<file path="src/hw/dio_params.svh">
// Register map, field positions and reset values of the digital I/O router
`ifndef DIO_PARAMS_SVH
`define DIO_PARAMS_SVH

// Word indices (byte address = 4 * index)
`define DIO_IDX_STATE 6'h00
`define DIO_IDX_CTRL 6'h01
`define DIO_IDX_INV 6'h02
`define DIO_IDX_ROUTE0 6'h03
`define DIO_IDX_ROUTE7 6'h0a
`define DIO_IDX_BOE 6'h0b
`define DIO_IDX_BIN 6'h0c
`define DIO_IDX_BOUT 6'h0d

// Control word fields
`define DIO_POL_BIT 0
`define DIO_DIR_LSB 1
`define DIO_RUNM_LSB 4
`define DIO_AUXM_LSB 6
`define DIO_SINV_BIT 8

// Invert word fields
`define DIO_INV_RELAY 6
`define DIO_INV_SUPPLY 7

// Route slots
`define DIO_RT_RUN 3
`define DIO_RT_AUX 4
`define DIO_RT_SENSE 5
`define DIO_RT_RELAY 6
`define DIO_RT_SUPPLY 7

// Reset values and route maximum
`define DIO_CTRL_RST 9'h00b
`define DIO_INV_RST 8'h80
`define DIO_IN4_RST 16'h2731
`define DIO_RELAY_RST 16'h0bbf
`define DIO_ROUTE_MAX 16'hea5f

`endif

</file>
<file path="src/hw/dio_pkg.sv">
// Types of the digital I/O router
package dio_pkg;
   typedef enum logic [1:0] {
      dio_pass = 2'h0,
      dio_invert = 2'h1,
      dio_toggle = 2'h2
   } dio_mode_type;

   typedef struct packed {
      logic [8:0] ctrl;
      logic [7:0] inv;
      logic [7:0][15:0] route;
      logic [15:0] boe;
      logic [15:0] bout;
      logic [2:0] gio_out;
      logic relay;
      logic supply;
      logic drive_en;
      logic [5:0] dval;
      logic [13:0] state;
      logic run_prev;
      logic aux_prev;
      logic run_tog;
      logic aux_tog;
      logic wr_pend;
      logic [5:0] wr_idx;
      logic [31:0] hrdata;
   } dio_state_type;
endpackage

</file>
<file path="src/hw/dio_routing.sv">
// Digital I/O conditioning, keypad merge, routing and enable gating
// What this block does
// - Positive polarity reports low terminal as 0 and high as 1.
// - Polarity 0 inverts reported state of channels 1 to 6 only.
// - Bidirectional channel state shows terminal level as input or output.
// - Bulk-driven output ignores route source and inversion; state still shown.
// - Each keypad button state is the OR across connected keypads.
// - With no keypad connected all button states read 0.
// - Drive enabled only while both safe torque off channels high.
// - Safe torque off states are levels after slot 3 safety break gating, no polarity applied.
// - Without slot 3 safety module both channels pass straight through.
// - Direction bit 1 is output, 0 input; resets 1, 0, 1.
// - Run and aux button modes: pass, invert, toggle; reset pass.
// - Supply sense has an invert bit, reset 0, before routing.
// - Run, aux, sense routable to destinations 0 to 59999, reset 0.
// - Inputs 4 to 6 routable; input 4 resets to 10033, others 0.
// - Read-only bulk input word; bulk enable and value reset zero.
// - Invert 0 passes, 1 inverts, channels 1 to 6 and relay.
// - Packed state word bits 0 to 8: channels, relay, supply, sto1.
//
// The placing of the registers and the AHB-Lite register port were chosen for this implementation.
`timescale 1ns/1ns
`include "dio_params.svh"

module dio_routing (
   input wire logic sys_clk,
   input wire logic rst,
   input wire logic hsel,
   input wire logic [31:0] haddr,
   input wire logic [1:0] htrans,
   input wire logic hwrite,
   input wire logic [2:0] hsize,
   input wire logic [31:0] hwdata,
   input wire logic hready,
   output logic hreadyout,
   output logic hresp,
   output logic [31:0] hrdata,
   input wire logic [2:0] gio_in,
   output logic [2:0] gio_out,
   output logic [2:0] gio_oe,
   input wire logic [2:0] din,
   output logic relay_out,
   output logic supply_out,
   input wire logic [3:0] kp_present,
   input wire logic [3:0] kp_run,
   input wire logic [3:0] kp_aux,
   input wire logic [3:0] kp_stop,
   input wire logic supply_sense_in,
   input wire logic sto1_in,
   input wire logic sto2_in,
   input wire logic slot3_safety_fitted,
   input wire logic [1:0] safety_break,
   output logic drive_enable,
   input wire logic [2:0] chan_src_val,
   input wire logic relay_src_val,
   input wire logic supply_src_val,
   output logic [5:0][15:0] dest_num,
   output logic [5:0] dest_active,
   output logic [5:0] dest_val,
   output logic [15:0] relay_src_num,
   output logic [15:0] supply_src_num
);
   import dio_pkg::*;

   dio_state_type r;
   dio_state_type n;

   logic [5:0] lvl;
   logic [5:0] st6;
   logic [2:0] ch_drv;
   logic run_or;
   logic aux_or;
   logic stop_or;
   logic sense;
   logic run_v;
   logic aux_v;
   logic p1;
   logic p2;
   logic [1:0] run_m;
   logic [1:0] aux_m;
   logic [3:0] ri;
   logic [5:0] ra;

   function automatic logic [31:0] rd(input dio_state_type s, input logic [5:0] idx);
      logic [31:0] v;
      logic [3:0] k;
      v = 32'h0000_0000;
      k = 4'(idx - `DIO_IDX_ROUTE0);
      case (idx)
         `DIO_IDX_STATE: v = {18'h0, s.state};
         `DIO_IDX_CTRL: v = {23'h0, s.ctrl};
         `DIO_IDX_INV: v = {24'h0, s.inv};
         `DIO_IDX_BOE: v = {16'h0, s.boe};
         `DIO_IDX_BIN: v = {26'h0, s.state[5:0]};
         `DIO_IDX_BOUT: v = {16'h0, s.bout};
         default: begin
            if (idx >= `DIO_IDX_ROUTE0 && idx <= `DIO_IDX_ROUTE7) begin
               v = {16'h0, s.route[k[2:0]]};
            end
         end
      endcase
      return v;
   endfunction

   always_comb begin
      n = r;
      lvl = {din, gio_in};
      st6 = r.ctrl[`DIO_POL_BIT] ? lvl : ~lvl;

      // Output drive of channels 1 to 3
      for (int i = 0; i < 3; i++) begin
         if (r.boe[i]) begin
            ch_drv[i] = r.bout[i];
         end else begin
            ch_drv[i] = chan_src_val[i] ^ r.inv[i];
         end
      end
      n.gio_out = ch_drv;

      n.relay = ((r.route[`DIO_RT_RELAY] != 16'h0000) & relay_src_val)
         ^ r.inv[`DIO_INV_RELAY];
      n.supply = ((r.route[`DIO_RT_SUPPLY] != 16'h0000) & supply_src_val)
         ^ r.inv[`DIO_INV_SUPPLY];

      run_or = |(kp_run & kp_present);
      aux_or = |(kp_aux & kp_present);
      stop_or = |(kp_stop & kp_present);
      sense = supply_sense_in ^ r.ctrl[`DIO_SINV_BIT];

      run_m = r.ctrl[`DIO_RUNM_LSB +: 2];
      aux_m = r.ctrl[`DIO_AUXM_LSB +: 2];
      n.run_prev = run_or;
      n.aux_prev = aux_or;
      if (run_m == dio_toggle && run_or && !r.run_prev) begin
         n.run_tog = ~r.run_tog;
      end
      if (aux_m == dio_toggle && aux_or && !r.aux_prev) begin
         n.aux_tog = ~r.aux_tog;
      end
      case (run_m)
         dio_pass: run_v = run_or;
         dio_invert: run_v = ~run_or;
         dio_toggle: run_v = r.run_tog;
         default: run_v = run_or;
      endcase
      case (aux_m)
         dio_pass: aux_v = aux_or;
         dio_invert: aux_v = ~aux_or;
         dio_toggle: aux_v = r.aux_tog;
         default: aux_v = aux_or;
      endcase

      n.dval[2:0] = st6[5:3] ^ r.inv[5:3];
      n.dval[3] = run_v;
      n.dval[4] = aux_v;
      n.dval[5] = sense;

      p1 = sto1_in & ~(slot3_safety_fitted & safety_break[0]);
      p2 = sto2_in & ~(slot3_safety_fitted & safety_break[1]);
      n.drive_en = p1 & p2;

      n.state = {stop_or, sense, aux_or, run_or, p2, p1, r.supply, r.relay, st6};

      // Bus write in data phase
      ri = 4'(r.wr_idx - `DIO_IDX_ROUTE0);
      if (r.wr_pend) begin
         case (r.wr_idx)
            `DIO_IDX_CTRL: n.ctrl = hwdata[8:0];
            `DIO_IDX_INV: n.inv = hwdata[7:0];
            `DIO_IDX_BOE: n.boe = hwdata[15:0];
            `DIO_IDX_BOUT: n.bout = hwdata[15:0];
            default: begin
               if (r.wr_idx >= `DIO_IDX_ROUTE0 && r.wr_idx <= `DIO_IDX_ROUTE7
                  && hwdata[15:0] <= `DIO_ROUTE_MAX) begin
                  n.route[ri[2:0]] = hwdata[15:0];
               end
            end
         endcase
      end

      // Address phase: capture write, fetch read data
      ra = haddr[7:2];
      n.wr_pend = hsel & htrans[1] & hready & hwrite;
      n.wr_idx = ra;
      n.hrdata = 32'h0000_0000;
      if (hsel && htrans[1] && hready && !hwrite && haddr[31:8] == 24'h0) begin
         n.hrdata = rd(r, ra);
      end
      if (haddr[31:8] != 24'h0) begin
         n.wr_pend = 1'b0;
      end
   end

   always_ff @(posedge sys_clk) begin
      if (rst) begin
         r <= '0;
         r.ctrl <= `DIO_CTRL_RST;
         r.inv <= `DIO_INV_RST;
         r.route[0] <= `DIO_IN4_RST;
         r.route[`DIO_RT_RELAY] <= `DIO_RELAY_RST;
      end else begin
         r <= n;
      end
   end

   // Single-cycle slave, always OKAY
   assign hreadyout = 1'b1;
   assign hresp = 1'b0;
   assign hrdata = r.hrdata;

   assign gio_out = r.gio_out;
   assign gio_oe = r.ctrl[`DIO_DIR_LSB +: 3];
   assign relay_out = r.relay;
   assign supply_out = r.supply;
   assign drive_enable = r.drive_en;

   assign dest_num = r.route[5:0];
   assign dest_val = r.dval;
   always_comb begin
      for (int k = 0; k < 6; k++) begin
         dest_active[k] = r.route[k] != 16'h0000;
      end
   end
   assign relay_src_num = r.route[`DIO_RT_RELAY];
   assign supply_src_num = r.route[`DIO_RT_SUPPLY];
endmodule // dio_routing

</file>
<file path="config.mk">
export PLATFORM = sky130hd
export DESIGN_NAME = dio_routing
export DESIGN_NICKNAME = d
export VERILOG_FILES = /design/src/hw/dio_pkg.sv /design/src/hw/dio_routing.sv
export VERILOG_INCLUDE_DIRS = /design/src /design/src/hw
export SDC_FILE = /design/constraint.sdc
export NUM_CORES = 1
export LEC_CHECK = 0
export BUFFER_PORTS_ARGS = -buffer_cell sky130_fd_sc_hd__buf_2
export CORE_MARGIN = 2
export CORE_UTILIZATION = 45
export DETAILED_ROUTE_END_ITERATION = 7
export PLACE_DENSITY = 0.69
export SLEW_MARGIN = 40
export SYNTH_ARGS = -nofsm -noshare
export SYNTH_HDL_FRONTEND = slang
export SYNTH_SLANG_ARGS = --single-unit
</file>
<file path="constraint.sdc">
create_clock -name sys_clk -period 3.8 [get_ports sys_clk]
set_clock_uncertainty 0.2 [all_clocks]
set_input_delay 0.19 -clock sys_clk [delete_from_list [all_inputs] [get_ports sys_clk]]
set_output_delay 0.19 -clock sys_clk [all_outputs]
set_load 0.02 [all_outputs]
</file>
# Word-level counts from Yosys, hierarchy flattened

Index checks and enable logic that the tools add are counted.

Magnitude comparators: 8
Reductions and logical operators: 37
Bitwise gates (word level): 29
Muxes and demuxes: 13
Equal/unequal tests: 13
$add $sub $neg: 2

Operators with widths:

| kind                                                                         | number |
|---|---|
| 128-bit bitwise mux                                                          | 1 |
| 16-bit nonzero test                                                          | 8 |
| 16-bit one-hot mux with 6 select lines                                       | 1 |
| 16-bit binary-select mux with 3-bit select                                   | 1 |
| 16-bit demux with 3-bit select                                               | 1 |
| 16-bit two-way mux                                                           | 3 |
| 6-bit by 4-bit == test with 1-bit output, second input constant              | 5 |
| 24-bit zero test                                                             | 1 |
| 24-bit nonzero test                                                          | 1 |
| 16-bit <= comparator, second input constant                                  | 1 |
| 4-bit OR reduction                                                           | 4 |
| 4-bit AND                                                                    | 3 |
| 6-bit by 1-bit == test with 1-bit output, second input constant              | 2 |
| 6-bit by 2-bit == test with 1-bit output, second input constant              | 2 |
| 6-bit by 2-bit >= comparator with 1-bit output, second input constant        | 2 |
| 6-bit by 4-bit <= comparator with 1-bit output, second input constant        | 2 |
| 1-bit logical AND                                                            | 12 |
| 1-bit AND                                                                    | 10 |
| 3-bit by 4-bit less-than comparator with 1-bit output, second input constant | 2 |
| 1-bit NOT                                                                    | 8 |
| 2-bit AND reduction                                                          | 4 |
| 6-bit zero test                                                              | 1 |
| 6-bit two-way mux                                                            | 1 |
| 6-bit NOT                                                                    | 1 |
| other kinds (11)                                                             | 25 |

Flip-flop bits (word level): 246
Output and inout bits: 183
Bits of input ports: 107
Word-level logic and storage cells: 127

# Logic depth before layout (Yosys ltp)

Gate-level depths: netlist (run 1).

Word-level depth: 6
Depth in mapped cells: 10
Mapped depth without buffers: 7

# Least setup slack after synthesis (run 1)

OpenSTA, ideal clock, no wires.

Path kind: input port to flip-flop
Start: input haddr[2]
End: register r (netlist bit hrdata[15])
Setup time: 0.128 ns
Stages on the path: 9
Path slack: 0.966 ns
Required time: 3.472 ns
Path buffers: 3
Data arrival time: 2.506 ns
Cells stage by stage: clkbuf_1 > buf_2 > inv_1 > ha_1 > clkbuf_1 > mux4_2 > mux2_2 > a222oi_1 > nor2_1

Cells in the longest elaborated chain, start to end: 5
Elaborated cells on any way between the ends: 14
Classes of those cells: add/sub (1); order compare (2); eq/ne (5); mux (4); reduce/logical (2)

Ends and longest elaborated chain:

| item                                                  | line               | text |
|---|---|---|
| start, declared                                       | dio_routing.sv:29  | `input wire logic [31:0] haddr,` |
| 3-bit by 2-bit subtractor with 3-bit output (no line) | -                  |  |
| 16-bit binary-select mux with 3-bit select            | dio_routing.sv:98  | `v = {16'h0, s.route[k[2:0]]};` |
| 16-bit two-way mux (implied by the code)              | dio_routing.sv:98  |  |
| 16-bit two-way mux                                    | dio_routing.sv:97  | `` if (idx >= `DIO_IDX_ROUTE0 && idx <= `DIO_IDX_ROUTE7) begin `` |
| 16-bit one-hot mux with 6 select lines *              | dio_routing.sv:89  | `case (idx)` |
| end signal, assigned                                  | dio_routing.sv:202 | `r <= n;` |
| end, declared                                         | dio_routing.sv:65  | `dio_state_type r;` |

Mark *: on every way between the ends. The rest lies on a longest branch, timed or not. The select of a mux whose other input is x is not followed.
A chain may end at the register's enable or synchronous reset.

# Final worst setup path (run 1)

Start: input haddr[2]
End: register r (netlist bit hrdata[14])

The elaborated chain is that of the path after synthesis.

==> metrics.cfg, run 1 <==
[status]
status = completed

[sta]
hold_viol = 0
max_freq_mhz = 353
period_needed_ps = 2840
fin_crit_sh_pct = 74.6
setup_viol_count_final = 0
tightest_slew_ps = 822
slew_viol_final = 0
hold_slack_ps = 36.1
rsz0062_at_grt = false
slew_headroom_pct = 45.2
tns_ps = 0

[detailed_routing]
vias = 8814
dr.pass1.iters = 5
via_per_inst = 5.35
drc = 0
wl_um = 32900
ant_nets = 0
drt_first_iter_violations = 723
wl_per_cell_um = 20.0

[grt]
grt_pass1_wl_um = 48600
grt_pass1_vias = 8448
grt_max_degree = 177
globalRouteTotalUtil_pct = 23.4
grt_overflow = 0
antenna_found_initial = 0

[critical_path]
worstSetupPathType = primary input to register
cp_max_fo = 34
critPathLaunchType = primary input
startpoint = haddr[2]
end_kind = register
rr_startpoint = r[32]
cp_data_required_time_ps = 3960
arrival_ps = 2990

[floorplanning]
die_area_um2 = 27200
die_y_um = 165
core-area_um2 = 25300
row_count = 58
ioPinCount = 290
die_w_um = 165
start_util_pct = 46.0

[finish]
drive_gt1_share_pct = 26.9
finalNetCount = 1423
antenna_cells = 0
area_delta_synth_final_pct = 12.0
fillCellCount = 2367

[synth]
yosysWarnings = 0
ys_top_cells_by_area = dfxtp_1 (39%), mux2i_1 (12%), buf_4 (11%)
synth.largest_area_cell = dfxtp_1
synth-seq-area-share_pct = 39.0
avgSynthCellArea_um2 = 9.71
synth.top_cell.area_share_pct = 39.0
syn_inst = 1200
ys_types = 51
syn_area_um2 = 11700
synth_seq_cells = 227

[clock_network]
cts.sinks = 227
cts_root_buf = clkbuf_16
cts_tree = built
clk_latency_ps = 510
cts_htree_levels = 1
clkTransAtPathRegs_ps = 60
numCtsBuffers = 23
post_cts_buffers = 0
cts_buffer_depth = 3

[placed_design]
hpwl_um = 23500
io_buffer_count = 249
gp_congestion = 0.873

[pwr]
p_sw_mw = 1.16
power_density_nw_per_um2 = 379
pwr-share-clk_pct = 43.3
ir_worst_vdd_v = 0.000272
p_int_mw = 3.79
swShare_pct = 23.5
comb_power_share_pct = 8.0
p_leak_nw = 6.03
power_frac_seq_pct = 48.6

[hold_path]
worstHoldStart = kp_run[2]
hp-class = primary input to register

[run]
cap_violations = 0

## synth_stat cells, drive strengths merged
cell type / n
dfxtp: 227
buf: 197
mux2i: 137
nand2b: 127
nand2: 87
nor2: 86
clkbuf: 48
a21oi: 40
nor4: 40
mux4: 32
a22oi: 16
mux2: 16
inv: 15
a31oi: 13
nand4: 13
xor2: 12
ha: 11
a222oi: 10
nand3: 9
nor2b: 9
xnor2: 8
a221oi: 5
a211o: 4
a22o: 4
and3: 4
nor3b: 4
a2111oi: 3
a211oi: 3
and2: 3
and4: 2
and4b: 2
conb: 2
o21ai: 2
or2: 2
nor3: 1
o211ai: 1
o311a: 1
o31a: 1
o31ai: 1
or3: 1
or3b: 1
## state kept, by name, summed over array words and instances (netlist names), 2 cells and up
| register | count |
|---|---|
| aux_m | 2 |
| dest_num | 96 |
| dest_val | 5 |
| gio_oe | 3 |
| gio_out | 3 |
| hrdata | 16 |
| r | 67 |
| relay_src_num | 16 |
| supply_src_num | 16 |
## stage by stage
step           area (um^2)  instances  setup WS, ps  power [mW]  util, %
2_1_floorplan        11700       1216           966        2.70        -
3_3_place_gp         11800       1559          1040        2.81     46.7
3_5_place_dp         11800       1559           977        2.81     46.7
4_1_cts              13000       1644           958        4.97     51.4
5_1_grt              13100       1646           771        5.11     51.5
6_report             13100       1646           963        4.95     51.5
## metal layers
layer	track usage [%]	routed length, um
met5	0	0
met4	6.80	850
met3	4.97	2540
met2	39.7	15900
met1	30.0	13600
## logic make-up (layout without fill, tap and decap cells)
logic type | after synthesis | count (layout) | share of synthesized area, %
and+or+nand+nor | 391 | 391 | 17.9
buffers and inverters | 260 | 360 | 14.4
DFF | 227 | 227 | 39.0
muxes | 185 | 185 | 19.5
AOI/OAI and AO/OA | 104 | 104 | 6.45
xor gates and xnor gates | 20 | 20 | 1.50
adders and majority gates | 11 | 11 | 1.18
other | 2 | 18 | 0.0644
## layout make-up
class	instances	area, um^2	area share (%)
Sequential cell	227	4540	34.8
Timing Repair Buffer	309	1850	14.2
Inverter	15	56.3	0.431
Multi-Input combinational cell	729	5500	42.1
Clock inverter	3	18.8	0.144
Tap cell	330	413	3.16
Clock buffer	33	673	5.16
## cells in the final DEF, fill, tap and decap left out, types with 4 or more instances in the layout
| cell type | n |
|---|---|
| nand4_1 | 9 |
| conb_1 | 18 |
| clkbuf_1 | 4 |
| and3_1 | 4 |
| nor2b_1 | 9 |
| dlygate4sd3_1 | 50 |
| clkbuf_8 | 6 |
| nor2_1 | 85 |
| nand2_1 | 87 |
| nor3b_1 | 4 |
| nor4_1 | 39 |
| nand2b_1 | 127 |
| xor2_1 | 12 |
| ha_1 | 11 |
| a21oi_1 | 40 |
| a222oi_1 | 10 |
| mux2i_1 | 137 |
| inv_1 | 15 |
| mux4_2 | 32 |
| nand3_1 | 6 |
| dfxtp_1 | 227 |
| clkbuf_16 | 23 |
| a31oi_1 | 13 |
| buf_4 | 9 |
| a211o_1 | 4 |
| buf_2 | 248 |
| a221oi_1 | 5 |
| xnor2_1 | 8 |
| a22o_1 | 4 |
| mux2_2 | 16 |
| a22oi_1 | 16 |
## worst max-delay path, cell delays in order
cell and delay [ps]:
dlygate4sd3_1 530, buf_2 110, buf_4 550, ha_1 340, xor2_1 180, buf_4 280, mux2_2 380, a222oi_1 330
nor2_1 90
## path summary, 6_finish.rpt
kind	endpoint	slack (ps)	depth (start not counted)
min reg2reg	r[82]	260	2
max	hrdata[14]	960	9
max reg2reg	supply_src_num[14]	980	7
min	dest_val[3]	40	4
## power by group through the flow
stage               Combinational, mW  Clock [mW]  Sequential [mW]
finish                          0.398        2.14             2.41
global route                    0.426        2.27             2.41
CTS                             0.393        2.17             2.41
detailed placement              0.350           0             2.46
global placement                0.347           0             2.46
floorplan                       0.244           0             2.46
## repair_timing
item,in CTS,in global routing
endpoints found under the hold margin,102,24
hold buffers,49,1
resized for setup,0,0
No activity file was read; power rests on OpenSTA's default activity.
==> run 2: changes to the inputs <==
==> constraint.sdc (replaced) <==
create_clock -name sys_clk -period 2.75 [get_ports sys_clk]
set_clock_uncertainty 0.2 [all_clocks]
set_input_delay 0.1375 -clock sys_clk [delete_from_list [all_inputs] [get_ports sys_clk]]
set_output_delay 0.1375 -clock sys_clk [all_outputs]
set_load 0.02 [all_outputs]
==> run 2 against run 1 <==
Worst hold slack got worse by 10 ps. Critical path type is now register to register. Highest routed layer unchanged. Final cell count up 1.3%. Non-clock buffer count increased by 11. Via count increased by 1.7%. Critical endpoint is now supply_src_num[11]. Setup slack worse by 780 ps. Clock power up 59%. Combinational power up 41%. Die area stayed put. Critical path depth down 1. Wire length about the same.
==> metrics.cfg, run 2 (synthesis results as in run 1) <==
[placed_design]
hpwl_um = 23800
place_inst = 1569
place_area_um2 = 12000
io_buffer_count = 249
gp_congestion = 0.885

[sta]
slew_headroom_pct = 47.4
fin_crit_sh_pct = 93.4
slew_viol_final = 0
tns_ps = 0
period_needed_ps = 2570
max_freq_mhz = 389
setup_viol_count_final = 0
tightest_slew_ps = 782
rsz0062_at_grt = false
hold_viol = 0

[pwr]
ir_worst_vdd_v = 0.000346
p_int_mw = 5.59
comb_power_share_pct = 7.7
pwr-share-clk_pct = 46.7
swShare_pct = 23.4
power_density_nw_per_um2 = 544
p_sw_mw = 1.71
p_leak_nw = 6.21
power_frac_seq_pct = 45.6

[critical_path]
end_kind = register
worstSetupPathType = register to register
critPathLaunchType = register
cp_data_required_time_ps = 2940
cp_max_fo = 12
arrival_ps = 2750

[detailed_routing]
wl_um = 33000
drc = 0
dr.pass1.iters = 7
drt_first_iter_violations = 780
vias = 8965
via_per_inst = 5.38
wl_per_cell_um = 19.8
ant_nets = 0

[finish]
final_cells = 1667
finalNetCount = 1436
fin_area_um2 = 13400
antenna_cells = 0
largest_register_ffs = 96
drive_gt1_share_pct = 28.0
final_cell_mix = buf_2 (248), dfxtp_1 (227), mux2i_1 (137)
area_delta_synth_final_pct = 15.1
mostFrequentLayoutCell = buf_2

[floorplanning]
die_area_um2 = 27200
die_y_um = 165
core-area_um2 = 25300
row_count = 58
die_w_um = 165
ioPinCount = 290
start_util_pct = 46.0

[clock_network]
cts_buffer_depth = 3
cts_tree = built
clkTransAtPathRegs_ps = 60
clk_latency_ps = 520
cts_htree_levels = 1
cts.sinks = 227
numCtsBuffers = 25
cts_root_buf = clkbuf_16

[grt]
met2_usage_pct = 39.7
antenna_found_initial = 0
globalRouteTotalUtil_pct = 23.8
grt_pass1_wl_um = 49900
grt_max_degree = 114
use_met3_pct = 3.94
gr-max-usage-layer = met2
grt_overflow = 0
grtUsageMet1_pct = 31.1
grt_pass1_vias = 8679

[status]
status = completed

[hold_path]
hp-class = primary input to register

[run]
cap_violations = 0

[run 2: stage by stage]
stage | worst slack (ps) | power (mW) | utilization [%] | hold WS, ps
2_1_floorplan | 121 | 3.74 | - | 41.7
3_3_place_gp | 92.2 | 3.89 | 47.5 | 153
3_5_place_dp | 3.71 | 3.90 | 47.5 | 161
4_1_cts | 3.84 | 7.34 | 52.9 | 7.00
5_1_grt | 46.7 | 7.52 | 53.0 | 92.8
6_report | 182 | 7.30 | 53.0 | 26.2
[run 2: path summary, 6_finish.rpt]
check        startpoint                 end  slack [ps]  cells past startpoint
max               r[32]  supply_src_num[11]         180                      8
min           kp_run[2]               r[40]          30                      5
max reg2reg       r[32]  supply_src_num[11]         180                      8
min reg2reg       r[98]               r[98]         250                      2
[run 2: cell type report]
| class | instances | area [um^2] |
|---|---|---|
| fill | 2294 | 11900 |
| multi-input combinational | 729 | 5500 |
| sequential | 227 | 4540 |
| timing repair buffer | 320 | 2060 |
| clock buffer | 34 | 719 |
| tap | 330 | 413 |
| clock inverter | 12 | 123 |
| inverter | 15 | 56.3 |
[run 2: worst max-delay path, stage by stage, from the launching register on]
cell and delay, ps:
dfxtp_1 440, inv_1 150, ha_1 260, nor2_1 180, o31ai_2 140, a2111oi_4 510, nand3_4 210, buf_12 210
mux2i_1 130
[run 2: layer usage]
metal | share of wire (%) | routed length, um | vias up
li1 | - | - | 4202
met1 | 42 | 13700 | 4354
met2 | 48 | 15800 | 344
met3 | 7.0 | 2310 | 65
met4 | 3.4 | 1120 | 0
met5 | 0 | 0 | -
[run 2: power groups by stage]
stage	Clock (mW)	Sequential (mW)	Combinational, mW
after floorplan	0	3.40	0.337
after global placement	0	3.40	0.492
after detailed placement	0	3.40	0.497
after CTS	3.45	3.33	0.557
after global routing	3.59	3.33	0.600
final	3.41	3.33	0.560
[run 2: repair_timing]
action	4_1_cts	5_1_grt
hold buffers	51	0
hold endpoints to repair	171	0
setup buffers	1	0
setup endpoints to repair	16	22
gates resized for setup	0	2
pin swaps	1	2
